`src/hdl/ftp_pkg.sv`:
```
// shared constants for the fan tachometer period measurement block
package ftp_pkg;
    localparam int          FAN_N        = 4;
    localparam int          CNT_W        = 14;
    localparam logic [13:0] CNT_MAX      = 14'h3fff;
    localparam logic [13:0] CNT_RESET    = 14'h0000;
    // timebase: fractional accumulator, adds TB_HZ per clock, wraps at CLK_HZ
    localparam int          CLK_HZ       = 20_000_000;
    localparam int          TB_HZ        = 22_500;
    localparam int          ACC_W        = 25;
    localparam logic [24:0] ACC_STEP     = 25'(TB_HZ);
    localparam logic [24:0] ACC_WRAP     = 25'(CLK_HZ);
    // tach input spike filter: least stable time before a level is accepted
    localparam int          FILT_NS      = 200;
    localparam int          CLK_NS       = 1_000_000_000 / CLK_HZ;
    localparam int          FILT_CYC     = (FILT_NS + CLK_NS - 1) / CLK_NS;
    localparam logic [2:0]  FILT_LAST    = 3'(FILT_CYC - 1);
    // rising edges counted after the opening edge before the next one closes a measurement
    localparam logic [1:0]  PERIODS_LAST = 2'h1;
    // ticks spent waiting for a first edge beyond which a full window would
    // push the next stored result past one second
    localparam logic [13:0] WAIT_LATE    = 14'h1770;
    // register offsets
    localparam logic [7:0]  OFS_FAN1_LOW  = 8'h6e;
    localparam logic [7:0]  OFS_FAN1_HIGH = 8'h6f;
    localparam logic [7:0]  OFS_FAN2_LOW  = 8'h70;
    localparam logic [7:0]  OFS_FAN2_HIGH = 8'h71;
    localparam logic [7:0]  OFS_FAN3_LOW  = 8'h72;
    localparam logic [7:0]  OFS_FAN3_HIGH = 8'h73;
    localparam logic [7:0]  OFS_FAN4_LOW  = 8'h74;
    localparam logic [7:0]  OFS_FAN4_HIGH = 8'h75;
    localparam logic [7:0]  REG_RESET     = 8'h00;
    localparam logic [7:0]  RD_UNMAPPED   = 8'h00;
    // field positions
    localparam int          LOW_CNT_LSB  = 2;
    localparam int          HIGH_CNT_LSB = 6;
    // acquisition state codes
    localparam logic [1:0]  ACQ_NORMAL   = 2'b00;
    localparam logic [1:0]  ACQ_RESERVED = 2'b01;
    localparam logic [1:0]  ACQ_ADAPT1   = 2'b10;
    localparam logic [1:0]  ACQ_ADAPT2   = 2'b11;
    localparam logic [1:0]  ACQ_RESET    = 2'b00;
endpackage : ftp_pkg

```
`src/hdl/ftp_chan.sv`:
```
// one fan channel: counts timebase ticks across two tach periods
`timescale 1ns/1ps
`default_nettype none
module ftp_chan
    import ftp_pkg::*;
(
    // clock and reset
    input  wire logic             core_clk,
    input  wire logic             rst_n,
    // timebase and filtered tach edge
    input  wire logic             tb_tick,
    input  wire logic             tach_rise,
    // requested acquisition mode
    input  wire logic [1:0]       acq_mode,
    // result
    output logic      [CNT_W-1:0] period_count,
    output logic      [1:0]       acq_state,
    output logic                  meas_done
);
    typedef enum logic {FTP_WAIT_FIRST, FTP_MEASURE} ftp_meas_e;

    ftp_meas_e        st_r, st_nxt;
    logic [CNT_W-1:0] cnt_r, cnt_nxt;
    logic [1:0]       edges_r, edges_nxt;
    logic [CNT_W-1:0] res_r, res_nxt;
    logic [1:0]       acq_r, acq_nxt;
    logic             done_nxt;
    logic             done_r;
    logic             cnt_sat;
    logic [CNT_W-1:0] meas_val;
    logic [CNT_W:0]   avg_sum;
    logic [1:0]       mode_eff;

    assign cnt_sat  = cnt_r == CNT_MAX;
    // a tick landing on the closing edge still belongs to this measurement
    assign meas_val = (tb_tick && !cnt_sat) ? cnt_r + 14'h0001 : cnt_r;
    assign avg_sum  = {1'b0, meas_val} + {1'b0, res_r};
    assign mode_eff = (acq_mode == ACQ_RESERVED) ? ACQ_NORMAL : acq_mode;

    always_comb begin
        st_nxt    = st_r;
        cnt_nxt   = cnt_r;
        edges_nxt = edges_r;
        res_nxt   = res_r;
        acq_nxt   = acq_r;
        done_nxt  = 1'b0;
        unique case (st_r)
            FTP_WAIT_FIRST: begin
                if (tach_rise) begin
                    st_nxt    = FTP_MEASURE;
                    cnt_nxt   = CNT_RESET;
                    edges_nxt = 2'h0;
                    if (cnt_r > WAIT_LATE) begin
                        // late first edge: refresh now, nothing valid yet
                        res_nxt  = CNT_MAX;
                        acq_nxt  = mode_eff;
                        done_nxt = 1'b1;
                    end
                end else if (tb_tick) begin
                    if (cnt_sat) begin
                        // no edge at all: stalled or unconnected
                        res_nxt  = CNT_MAX;
                        acq_nxt  = mode_eff;
                        done_nxt = 1'b1;
                        cnt_nxt  = CNT_RESET;
                    end else begin
                        cnt_nxt = cnt_r + 14'h0001;
                    end
                end
            end
            FTP_MEASURE: begin
                if (tach_rise) begin
                    if (edges_r == PERIODS_LAST) begin
                        // closing edge opens the next window: back to back
                        // a cleared or stalled previous result is no basis for averaging
                        if (mode_eff == ACQ_ADAPT1 && res_r != CNT_MAX &&
                            res_r != CNT_RESET) begin
                            res_nxt = avg_sum[CNT_W:1];
                        end else begin
                            res_nxt = meas_val;
                        end
                        acq_nxt   = mode_eff;
                        done_nxt  = 1'b1;
                        cnt_nxt   = CNT_RESET;
                        edges_nxt = 2'h0;
                    end else begin
                        edges_nxt = edges_r + 2'h1;
                        cnt_nxt   = meas_val;
                    end
                end else if (tb_tick) begin
                    if (cnt_sat) begin
                        res_nxt  = CNT_MAX;
                        acq_nxt  = mode_eff;
                        done_nxt = 1'b1;
                        cnt_nxt  = CNT_RESET;
                        st_nxt   = FTP_WAIT_FIRST;
                    end else begin
                        cnt_nxt = cnt_r + 14'h0001;
                    end
                end
            end
        endcase
    end

    always_ff @(posedge core_clk or negedge rst_n) begin
        if (!rst_n) begin
            st_r    <= FTP_WAIT_FIRST;
            cnt_r   <= CNT_RESET;
            edges_r <= 2'h0;
            res_r   <= CNT_RESET;
            acq_r   <= ACQ_RESET;
            done_r  <= 1'b0;
        end else begin
            st_r    <= st_nxt;
            cnt_r   <= cnt_nxt;
            edges_r <= edges_nxt;
            res_r   <= res_nxt;
            acq_r   <= acq_nxt;
            done_r  <= done_nxt;
        end
    end

    assign period_count = res_r;
    assign acq_state    = acq_r;
    assign meas_done    = done_r;
endmodule // ftp_chan
`default_nettype wire

```
`src/hdl/ftp_timebase.sv`:
```
// 22.5 kHz tick generator from the system clock
`timescale 1ns/1ps
`default_nettype none
module ftp_timebase
    import ftp_pkg::*;
(
    // clock and reset
    input  wire logic core_clk,
    input  wire logic rst_n,
    // tick out
    output logic      tb_tick
);
    logic [ACC_W-1:0] acc_r;
    logic [ACC_W-1:0] acc_nxt;
    logic [ACC_W-1:0] acc_sum;
    logic             wrap;

    // fractional step keeps the long-run rate exact; tick jitter is one clock
    assign acc_sum = acc_r + ACC_STEP;
    assign wrap    = acc_sum >= ACC_WRAP;
    assign acc_nxt = wrap ? acc_sum - ACC_WRAP : acc_sum;

    always_ff @(posedge core_clk or negedge rst_n) begin
        if (!rst_n) begin
            acc_r   <= '0;
            tb_tick <= 1'b0;
        end else begin
            acc_r   <= acc_nxt;
            tb_tick <= wrap;
        end
    end
endmodule // ftp_timebase
`default_nettype wire

```
`src/hdl/ftp_top.sv`:
```
// fan tachometer period measurement: four channels and their read registers
`timescale 1ns/1ps
`default_nettype none
module ftp_top
    import ftp_pkg::*;
(
    // clock and reset
    input  wire logic             core_clk,
    input  wire logic             rst_n,
    // tach pins, asynchronous
    input  wire logic [FAN_N-1:0] fan_tach,
    // per-fan acquisition mode, two bits per fan, fan 1 in bits 1:0
    input  wire logic [7:0]       fan_acq_mode,
    // register read port from the management interface
    input  wire logic             reg_rd_en,
    input  wire logic [7:0]       reg_addr,
    output logic      [7:0]       reg_rdata,
    output logic                  reg_rd_valid,
    output logic                  reg_hit,
    // status
    output logic      [FAN_N-1:0] fan_updated,
    output logic      [FAN_N-1:0] fan_stalled
);
    logic               tb_tick;
    logic [FAN_N-1:0]   tach_rise;
    logic [FAN_N-1:0]   chan_done;
    logic [CNT_W-1:0]   chan_cnt   [FAN_N];
    logic [1:0]         chan_acq   [FAN_N];
    logic [7:0]         low_byte   [FAN_N];
    logic [7:0]         high_byte  [FAN_N];

    ftp_timebase u_timebase (
        .core_clk (core_clk),
        .rst_n    (rst_n),
        .tb_tick  (tb_tick)
    );

    // per fan: synchroniser, spike filter, edge detect and measurement.
    // the tach pin is watched regardless of any drive state, so a fan that is
    // coasting or dead still gets a true count
    genvar g;
    generate
        for (g = 0; g < FAN_N; g = g + 1) begin : g_fan
            logic       sync1_r;
            logic       sync2_r;
            logic       filt_r;
            logic       filt_nxt;
            logic [2:0] stable_r;
            logic [2:0] stable_nxt;
            logic       filt_prev_r;
            logic       differs;

            // first stage is read only by the second
            always_ff @(posedge core_clk or negedge rst_n) begin
                if (!rst_n) begin
                    // idle pin sits high on its pull-up; matching it avoids a false rise
                    sync1_r <= 1'b1;
                    sync2_r <= 1'b1;
                end else begin
                    sync1_r <= fan_tach[g];
                    sync2_r <= sync1_r;
                end
            end

            // a new level is taken only after it has stood the filter time,
            // which keeps commutation spikes from closing a period early
            assign differs    = sync2_r != filt_r;
            assign stable_nxt = !differs ? 3'h0 :
                                (stable_r == FILT_LAST) ? 3'h0 : stable_r + 3'h1;
            assign filt_nxt   = (differs && stable_r == FILT_LAST) ? sync2_r : filt_r;

            always_ff @(posedge core_clk or negedge rst_n) begin
                if (!rst_n) begin
                    stable_r    <= 3'h0;
                    filt_r      <= 1'b1;
                    filt_prev_r <= 1'b1;
                end else begin
                    stable_r    <= stable_nxt;
                    filt_r      <= filt_nxt;
                    filt_prev_r <= filt_r;
                end
            end

            assign tach_rise[g] = filt_r && !filt_prev_r;

            ftp_chan u_chan (
                .core_clk     (core_clk),
                .rst_n        (rst_n),
                .tb_tick      (tb_tick),
                .tach_rise    (tach_rise[g]),
                .acq_mode     (fan_acq_mode[2*g+1:2*g]),
                .period_count (chan_cnt[g]),
                .acq_state    (chan_acq[g]),
                .meas_done    (chan_done[g])
            );

            assign low_byte[g]  = {chan_cnt[g][LOW_CNT_LSB+3:0], chan_acq[g]};
            assign high_byte[g] = chan_cnt[g][CNT_W-1:HIGH_CNT_LSB];
            assign fan_stalled[g] = chan_cnt[g] == CNT_MAX;
        end
    endgenerate

    assign fan_updated = chan_done;

    // high-byte snapshot: reading a low byte freezes its high byte so the
    // pair stays coherent if a new measurement lands between the two reads;
    // a high read without a prior low read returns the live value
    logic [7:0]       snap_r     [FAN_N];
    logic [FAN_N-1:0] snap_vld_r;
    logic [FAN_N-1:0] snap_vld_nxt;
    logic [FAN_N-1:0] sel_low;
    logic [FAN_N-1:0] sel_high;
    logic [7:0]       rd_mux;
    logic             rd_hit;

    assign sel_low[0]  = reg_addr == OFS_FAN1_LOW;
    assign sel_low[1]  = reg_addr == OFS_FAN2_LOW;
    assign sel_low[2]  = reg_addr == OFS_FAN3_LOW;
    assign sel_low[3]  = reg_addr == OFS_FAN4_LOW;
    assign sel_high[0] = reg_addr == OFS_FAN1_HIGH;
    assign sel_high[1] = reg_addr == OFS_FAN2_HIGH;
    assign sel_high[2] = reg_addr == OFS_FAN3_HIGH;
    assign sel_high[3] = reg_addr == OFS_FAN4_HIGH;
    assign rd_hit      = |{sel_low, sel_high};

    always_comb begin
        rd_mux       = RD_UNMAPPED;
        snap_vld_nxt = snap_vld_r;
        for (int i = 0; i < FAN_N; i++) begin
            if (sel_low[i]) begin
                rd_mux = low_byte[i];
            end
            if (sel_high[i]) begin
                rd_mux = snap_vld_r[i] ? snap_r[i] : high_byte[i];
            end
            if (reg_rd_en && sel_low[i]) begin
                snap_vld_nxt[i] = 1'b1;
            end
            if (reg_rd_en && sel_high[i]) begin
                snap_vld_nxt[i] = 1'b0;
            end
        end
    end

    generate
        for (g = 0; g < FAN_N; g = g + 1) begin : g_snap
            always_ff @(posedge core_clk or negedge rst_n) begin
                if (!rst_n) begin
                    snap_r[g] <= REG_RESET;
                end else if (reg_rd_en && sel_low[g]) begin
                    snap_r[g] <= high_byte[g];
                end
            end
        end
    endgenerate

    always_ff @(posedge core_clk or negedge rst_n) begin
        if (!rst_n) begin
            snap_vld_r   <= '0;
            reg_rdata    <= REG_RESET;
            reg_rd_valid <= 1'b0;
            reg_hit      <= 1'b0;
        end else begin
            snap_vld_r   <= snap_vld_nxt;
            reg_rd_valid <= reg_rd_en;
            if (reg_rd_en) begin
                reg_rdata <= rd_mux;
                reg_hit   <= rd_hit;
            end
        end
    end
endmodule // ftp_top
`default_nettype wire

```
`config.mk`:
```
export PLATFORM = sky130hd
export DESIGN_NAME = ftp_top
export DESIGN_NICKNAME = d
export VERILOG_FILES = /design/src/hdl/ftp_pkg.sv /design/src/hdl/ftp_chan.sv /design/src/hdl/ftp_timebase.sv /design/src/hdl/ftp_top.sv
export SDC_FILE = /design/constraint.sdc
export NUM_CORES = 1
export LEC_CHECK = 0
export ABC_AREA = 1
export ABC_CLOCK_PERIOD_IN_PS = 3700
export BUFFER_PORTS_ARGS = -buffer_cell sky130_fd_sc_hd__buf_4
export CORE_ASPECT_RATIO = 1.25
export CORE_MARGIN = 4
export CORE_UTILIZATION = 59
export CTS_BUF_LIST = sky130_fd_sc_hd__clkbuf_8
export CTS_CLUSTER_SIZE = 30
export DETAILED_ROUTE_END_ITERATION = 8
export GPL_TIMING_DRIVEN = 1
export PLACE_DENSITY = 0.86
export SLEW_MARGIN = 20
export SYNTH_ARGS = -nofsm -noshare
export SYNTH_HDL_FRONTEND = slang
export SYNTH_SLANG_ARGS = --single-unit
```
`constraint.sdc`:
```
create_clock -name core_clk -period 3.7 [get_ports core_clk]
set_input_delay 0.185 -clock core_clk [delete_from_list [all_inputs] [get_ports core_clk]]
set_output_delay 0.185 -clock core_clk [all_outputs]
set_load 0.03 [all_outputs]
```
# == Word level (Yosys, flattened, before mapping) ==
# Index checks and enable logic that the tools add are counted.
# op_classes
n_addsub,18
magnitude_cmp,5
eq_ne,56
n_mux,185
bitwise,4
n_reduce_logical,53
# ops
cell,n
$mux W14,52
$pmux W14 S2,8
$eq A14 B14 Y1 const B,8
$mux W8,12
$mux W2,40
$eq A8 B7 Y1 const B,8
$add A14 B14 Y15,4
$add A14 B1 Y14 const B,4
$gt A14 B13 Y1 const B,4
$ne A14 B14 Y1 const B,4
$reduce_bool A14 Y1,4
$mux W1,48
$pmux W2 S2,8
$logic_and A1 B1 Y1,28
$add A25 B15 Y25 const B,1
$ge A25 B25 Y1 const B,1
$mux W25,1
$sub A25 B25 Y25 const B,1
$mux W3,8
$ne A3 B3 Y1 const B,8
$eq A2 B1 Y1 const B,8
$ne A2 B1 Y1 const B,8
$pmux W1 S2,8
$reduce_and A2 Y1,8
other kinds (9),37
# word_totals
ff_bits,236
input_bits,23
out_inout_bits,18
elab_cells,378

# == Depth between registers and ports, before layout ==
# logic_depth
depth_word,9
mapped_depth,24
ltp_nobuf,23

# == By module ==
# From an unflattened synthesis, not the netlist that was laid out.
# hier_totals
cells_unflattened,2434
hier_area_um2,17341.6
# modules_own_cells
mod,n_inst,cells_each,area_each_um2,seq_area_each_um2
ftp_chan (g_fan[1].u_chan ...),3,404,2825.2,850.8
ftp_top,1,495,3937.5,1871.8
ftp_chan (g_fan[0].u_chan),1,409,2835.2,850.8
ftp_timebase,1,318,2093.3,600.6

# == Worst setup path before layout ==
# No wires, ideal clock.
# synth_path
kind,register -> register
from,reg g_fan[1].u_chan.cnt_r[0]
to,reg g_fan[1].u_chan.res_r[11]
setup_ps,118
t_arrival_ps,3002
required_ps,3582
path_slack_ps,580
path_stages_with_launch,22
path_buffers,1
synth_period_minus_slack_ps,3120
path_cell_list,dfrtp_1 ha_1 nand2_1 nor2_2 nand2_1 nor2_2 nand2_1 nand2_2 inv_1 buf_2 o21ai_0 ha_1 a21oi_1 nand2_1 nand2_1 nand2_1 nand2_1 nand2_1 a31o_2 or2_2 a21oi_1 nor2_1
# synth_via
elab_chain_cells,9
word_cells_on_any_way,16
classes_between,add/sub: 2; order compare: 1; eq/ne: 2; mux: 8; reduce/logical: 3
# synth_lines
item,line_no,rtl
start: declaration,ftp_chan.sv:23,"logic [CNT_W-1:0] cnt_r, cnt_nxt;"
start signal: assignment,ftp_chan.sv:115,cnt_r <= cnt_nxt;
branches (longest 9 deep; another with $add A14 B14 Y15),--,
end signal: assignment,ftp_chan.sv:117,res_r <= res_nxt;
end: declaration,ftp_chan.sv:25,"logic [CNT_W-1:0] res_r, res_nxt;"
# Several ways; the timed one is not identified. The select of a mux whose other input is x is not followed.
# A chain may end at the register's enable or synchronous reset.

# == Final worst setup path ==
# Same ends and word-level chain as after synthesis.

==> metrics.csv <==
metric;value;unit
port_buffers;40;
postLayoutCellArea;0.0187;mm²
clockPowerShare;25.7;%
cp_max_fo;7;
synth_area_per_cell;6.97;µm²
slew_headroom;39.5;%
p_switching;0.00372;W
drc_errors;0;
layout_min_cycle_time;3520;ps
multi_input_area;0.00952;mm²
placed_area;0.0175;mm²
timing_hold_violations_final;0;
path_clk_slew;60;ps
grt_pass1_vias;16559;
cts_tree;done;
peakVddDrop;0.371;mV
grt_pass1_wl;75900;µm
synth_cell_types;63;
p_seq_share;40.5;%
synth.most_common_cell;nand2_1;
final_util;67.1;%
async_reset_ff_share;100;%
ff_latch_area;0.00588;mm²
final.setup_skew;28.9;ps
finalSetupViolCount;0;
cp-start-kind;register;
antenna_found_initial;0;
synthTopCellsByArea;dfrtp_1 (33%), nand2_1 (14%), inv_1 (7.0%), o21ai_0 (6.5%), ha_1 (5.6%);
grt_overflow_total;0;
fin_crit_sh;95.2;%
synth.top_cells.by_count;nand2_1 (610), inv_1 (313), nor2_1 (236), dfrtp_1 (218), o21ai_0 (216);
tightest_slew;907;ps
via_per_inst;5.84;
dieArea;0.0312;mm²
yosysTopAreaCellShare;32.5;%
antenna_cells;0;
syn-num-nets;2506;
die_h;196;µm
p_per_area;485;mW/mm²
cts-root-buf;clkbuf_8;
first_iter_violations;1392;
synthToLayoutAreaGrowth;11.4;%
grt_use_total;28.3;%
vias;16819;
finalHoldWorstSlack;90.0;ps
p_total;0.00906;W
yosys_warnings;0;
io_pins;41;
hold_path.class;input port to register;
syn_inst;2404;
cts_buffers;41;
power.leakage;9.49;nW
dp_hpwl;33200;µm
htree_levels;2;
max_cap_viol_count;0;
p_int;0.00534;W
gp_congestion;0.985;
arrival;3970;ps
critPathKind;register to register;
rows;68;
crit_path_end_kind;register;
layout.cells.non_filler;2879;
ys_ff_latch;234;
max_freq;284;MHz
nets;2601;
clkSinkCount;234;
synth.cell_area;0.0168;mm²
p_sw_share;41.0;%
yosysTopAreaCell;dfrtp_1;
grt_max_degree;114;
clockBufferDepth;3;
worstSkewPairLatency;550;ps
crit_required;4140;ps
drt-pass1-iter-count;6;
avgRoutedWirePerCell;15.7;µm
core_area;0.0278;mm²
pwr-share-comb;33.8;%
start_util;60.2;%
wirelength;45100;µm
synth_ff_type;dfrtp_1;
place_inst;2775;
seq_area_frac_synth;35.1;%
outcome;finished, final reports clean;
synth_edf_count;0;
fillers;2411;
slew_violations;0;
die_w;159;µm
drive_gt1_share;10.0;%
ant_nets;0;
## layout make-up
class,count,share of cell area (%)
repair buffers,96,4.16
clock inverters,22,0.543
clock buffers,51,3.76
inverters,331,6.71
flip-flops and latches,234,31.5
multi-input cells,1795,51.0
well taps,350,2.35
## worst paths after layout
| kind | start | to | slack, ps | depth (start not counted) |
|---|---|---|---|---|
| worst max-delay path | g_fan[1].u_chan.cnt_r[0]$_DFF_PN0_ | g_fan[1].u_chan.period_count[11]$_DFFE_PN0P_ | 180 | 22 |
| worst min-delay path | reg_addr[1] | reg_rdata[6]$_DFFE_PN0P_ | 90 | 4 |
| worst max register to register | g_fan[1].u_chan.cnt_r[0]$_DFF_PN0_ | g_fan[1].u_chan.period_count[11]$_DFFE_PN0P_ | 180 | 22 |
| worst min register to register | g_fan[1].sync1_r$_DFF_PN1_ | g_fan[1].sync2_r$_DFF_PN1_ | 360 | 0 |
| max in group asynchronous | rst_n | g_fan[0].sync1_r$_DFF_PN1_ | 2380 | 3 |
| min in group asynchronous | rst_n | g_fan[1].u_chan.cnt_r[8]$_DFF_PN0_ | 270 | 2 |
## cells by family (layout without fill, tap and decap cells)
family                     count (synthesis)  in the layout  synth area share (%)
and+or+nand+nor                         1170           1171                  30.5
buffers and inverters                    376            500                  8.78
muxes                                      5              5                 0.328
xor gates and xnor gates                  50             50                  2.61
AOI/OAI and AO/OA                        490            490                  16.6
adders and majority gates                 79             79                  6.08
DFF                                      234            234                  35.1
## timing repair
item,4_1_cts,5_1_grt
gates resized for setup,0,43
hold buffers,15,0
endpoints found under the hold margin,126,0
setup buffers,0,15
endpoints found under the setup margin,0,24
## state kept, by name, summed over array words and instances, names as in the netlist
register and count:
g_fan.sync2_r 4, g_fan.filt_prev_r 4, g_fan.stable_r 12, reg_rd_valid 1, u_timebase.acc_r 23, u_timebase.tb_tick 1
g_fan.sync1_r 4, snap_vld_r 4, g_fan.filt_r 4, g_fan.u_chan.meas_done 4, g_fan.u_chan.acq_state 8, snap_r 32
g_fan.u_chan.cnt_r 56, g_fan.u_chan.st_r 4, g_fan.u_chan.period_count 56, g_fan.u_chan.edges_r 8, reg_rdata 8, reg_hit 1
## per-layer routing
layer / part of all wire (%) / vias up / GRT usage, %
met4: 6.2 / 0 / 16.1
met5: 0 / - / 0
met3: 5.1 / 192 / 2.97
li1: - / 8191 / -
met1: 39 / 7822 / 32.8
met2: 50 / 614 / 51.4
## metrics by stage
stage	setup slack (ps)	setup TNS (ps)
after CTS	162	0
after global placement	328	0
after floorplan	580	0
after detailed placement	204	0
final	177	0
after global routing	-43.1	-105
## placed cells by master (no fill, tap or decap), drive strengths merged, types with 13 or more instances in the layout
cell type / n
nand3: 150
nor3: 47
a21oi: 154
ha: 75
dlygate4sd3: 15
a31oi: 18
o21ai: 219
xor2: 40
clkbuf: 52
nand4: 58
nand2: 625
buf: 80
dfrtp: 218
nor4: 19
inv: 339
o211ai: 16
dfstp: 16
a22o: 13
nor2: 254
## power by group through the flow
| stage | Clock (W) | Sequential [W] | Combinational [W] |
|---|---|---|---|
| 2_1_floorplan | 0 | 0.00349 | 0.00224 |
| 3_3_place_gp | 0 | 0.00367 | 0.00288 |
| 6_report | 0.00233 | 0.00367 | 0.00306 |
| 5_1_grt | 0.00249 | 0.00373 | 0.00348 |
| 3_5_place_dp | 0 | 0.00370 | 0.00298 |
| 4_1_cts | 0.00238 | 0.00366 | 0.00302 |
## worst max-delay path, cell delays in order (launching register included)
cell,delay (ps)
dfrtp_1,390
ha_1,210
nand2_1,90
nor2_2,130
nand2_1,100
nor2_2,140
nand2_1,140
nand2_4,140
clkinvlp_4,160
clkbuf_2,200
nand3_1,100
o21ai_1,100
ha_1,350
inv_1,90
o21bai_1,70
nor2_1,100
nand2_1,90
nand2_1,70
nand2_1,70
a31o_2,220
or2_2,270
a21oi_1,140
nor2_1,50
Power figures use the tool's default switching activity.
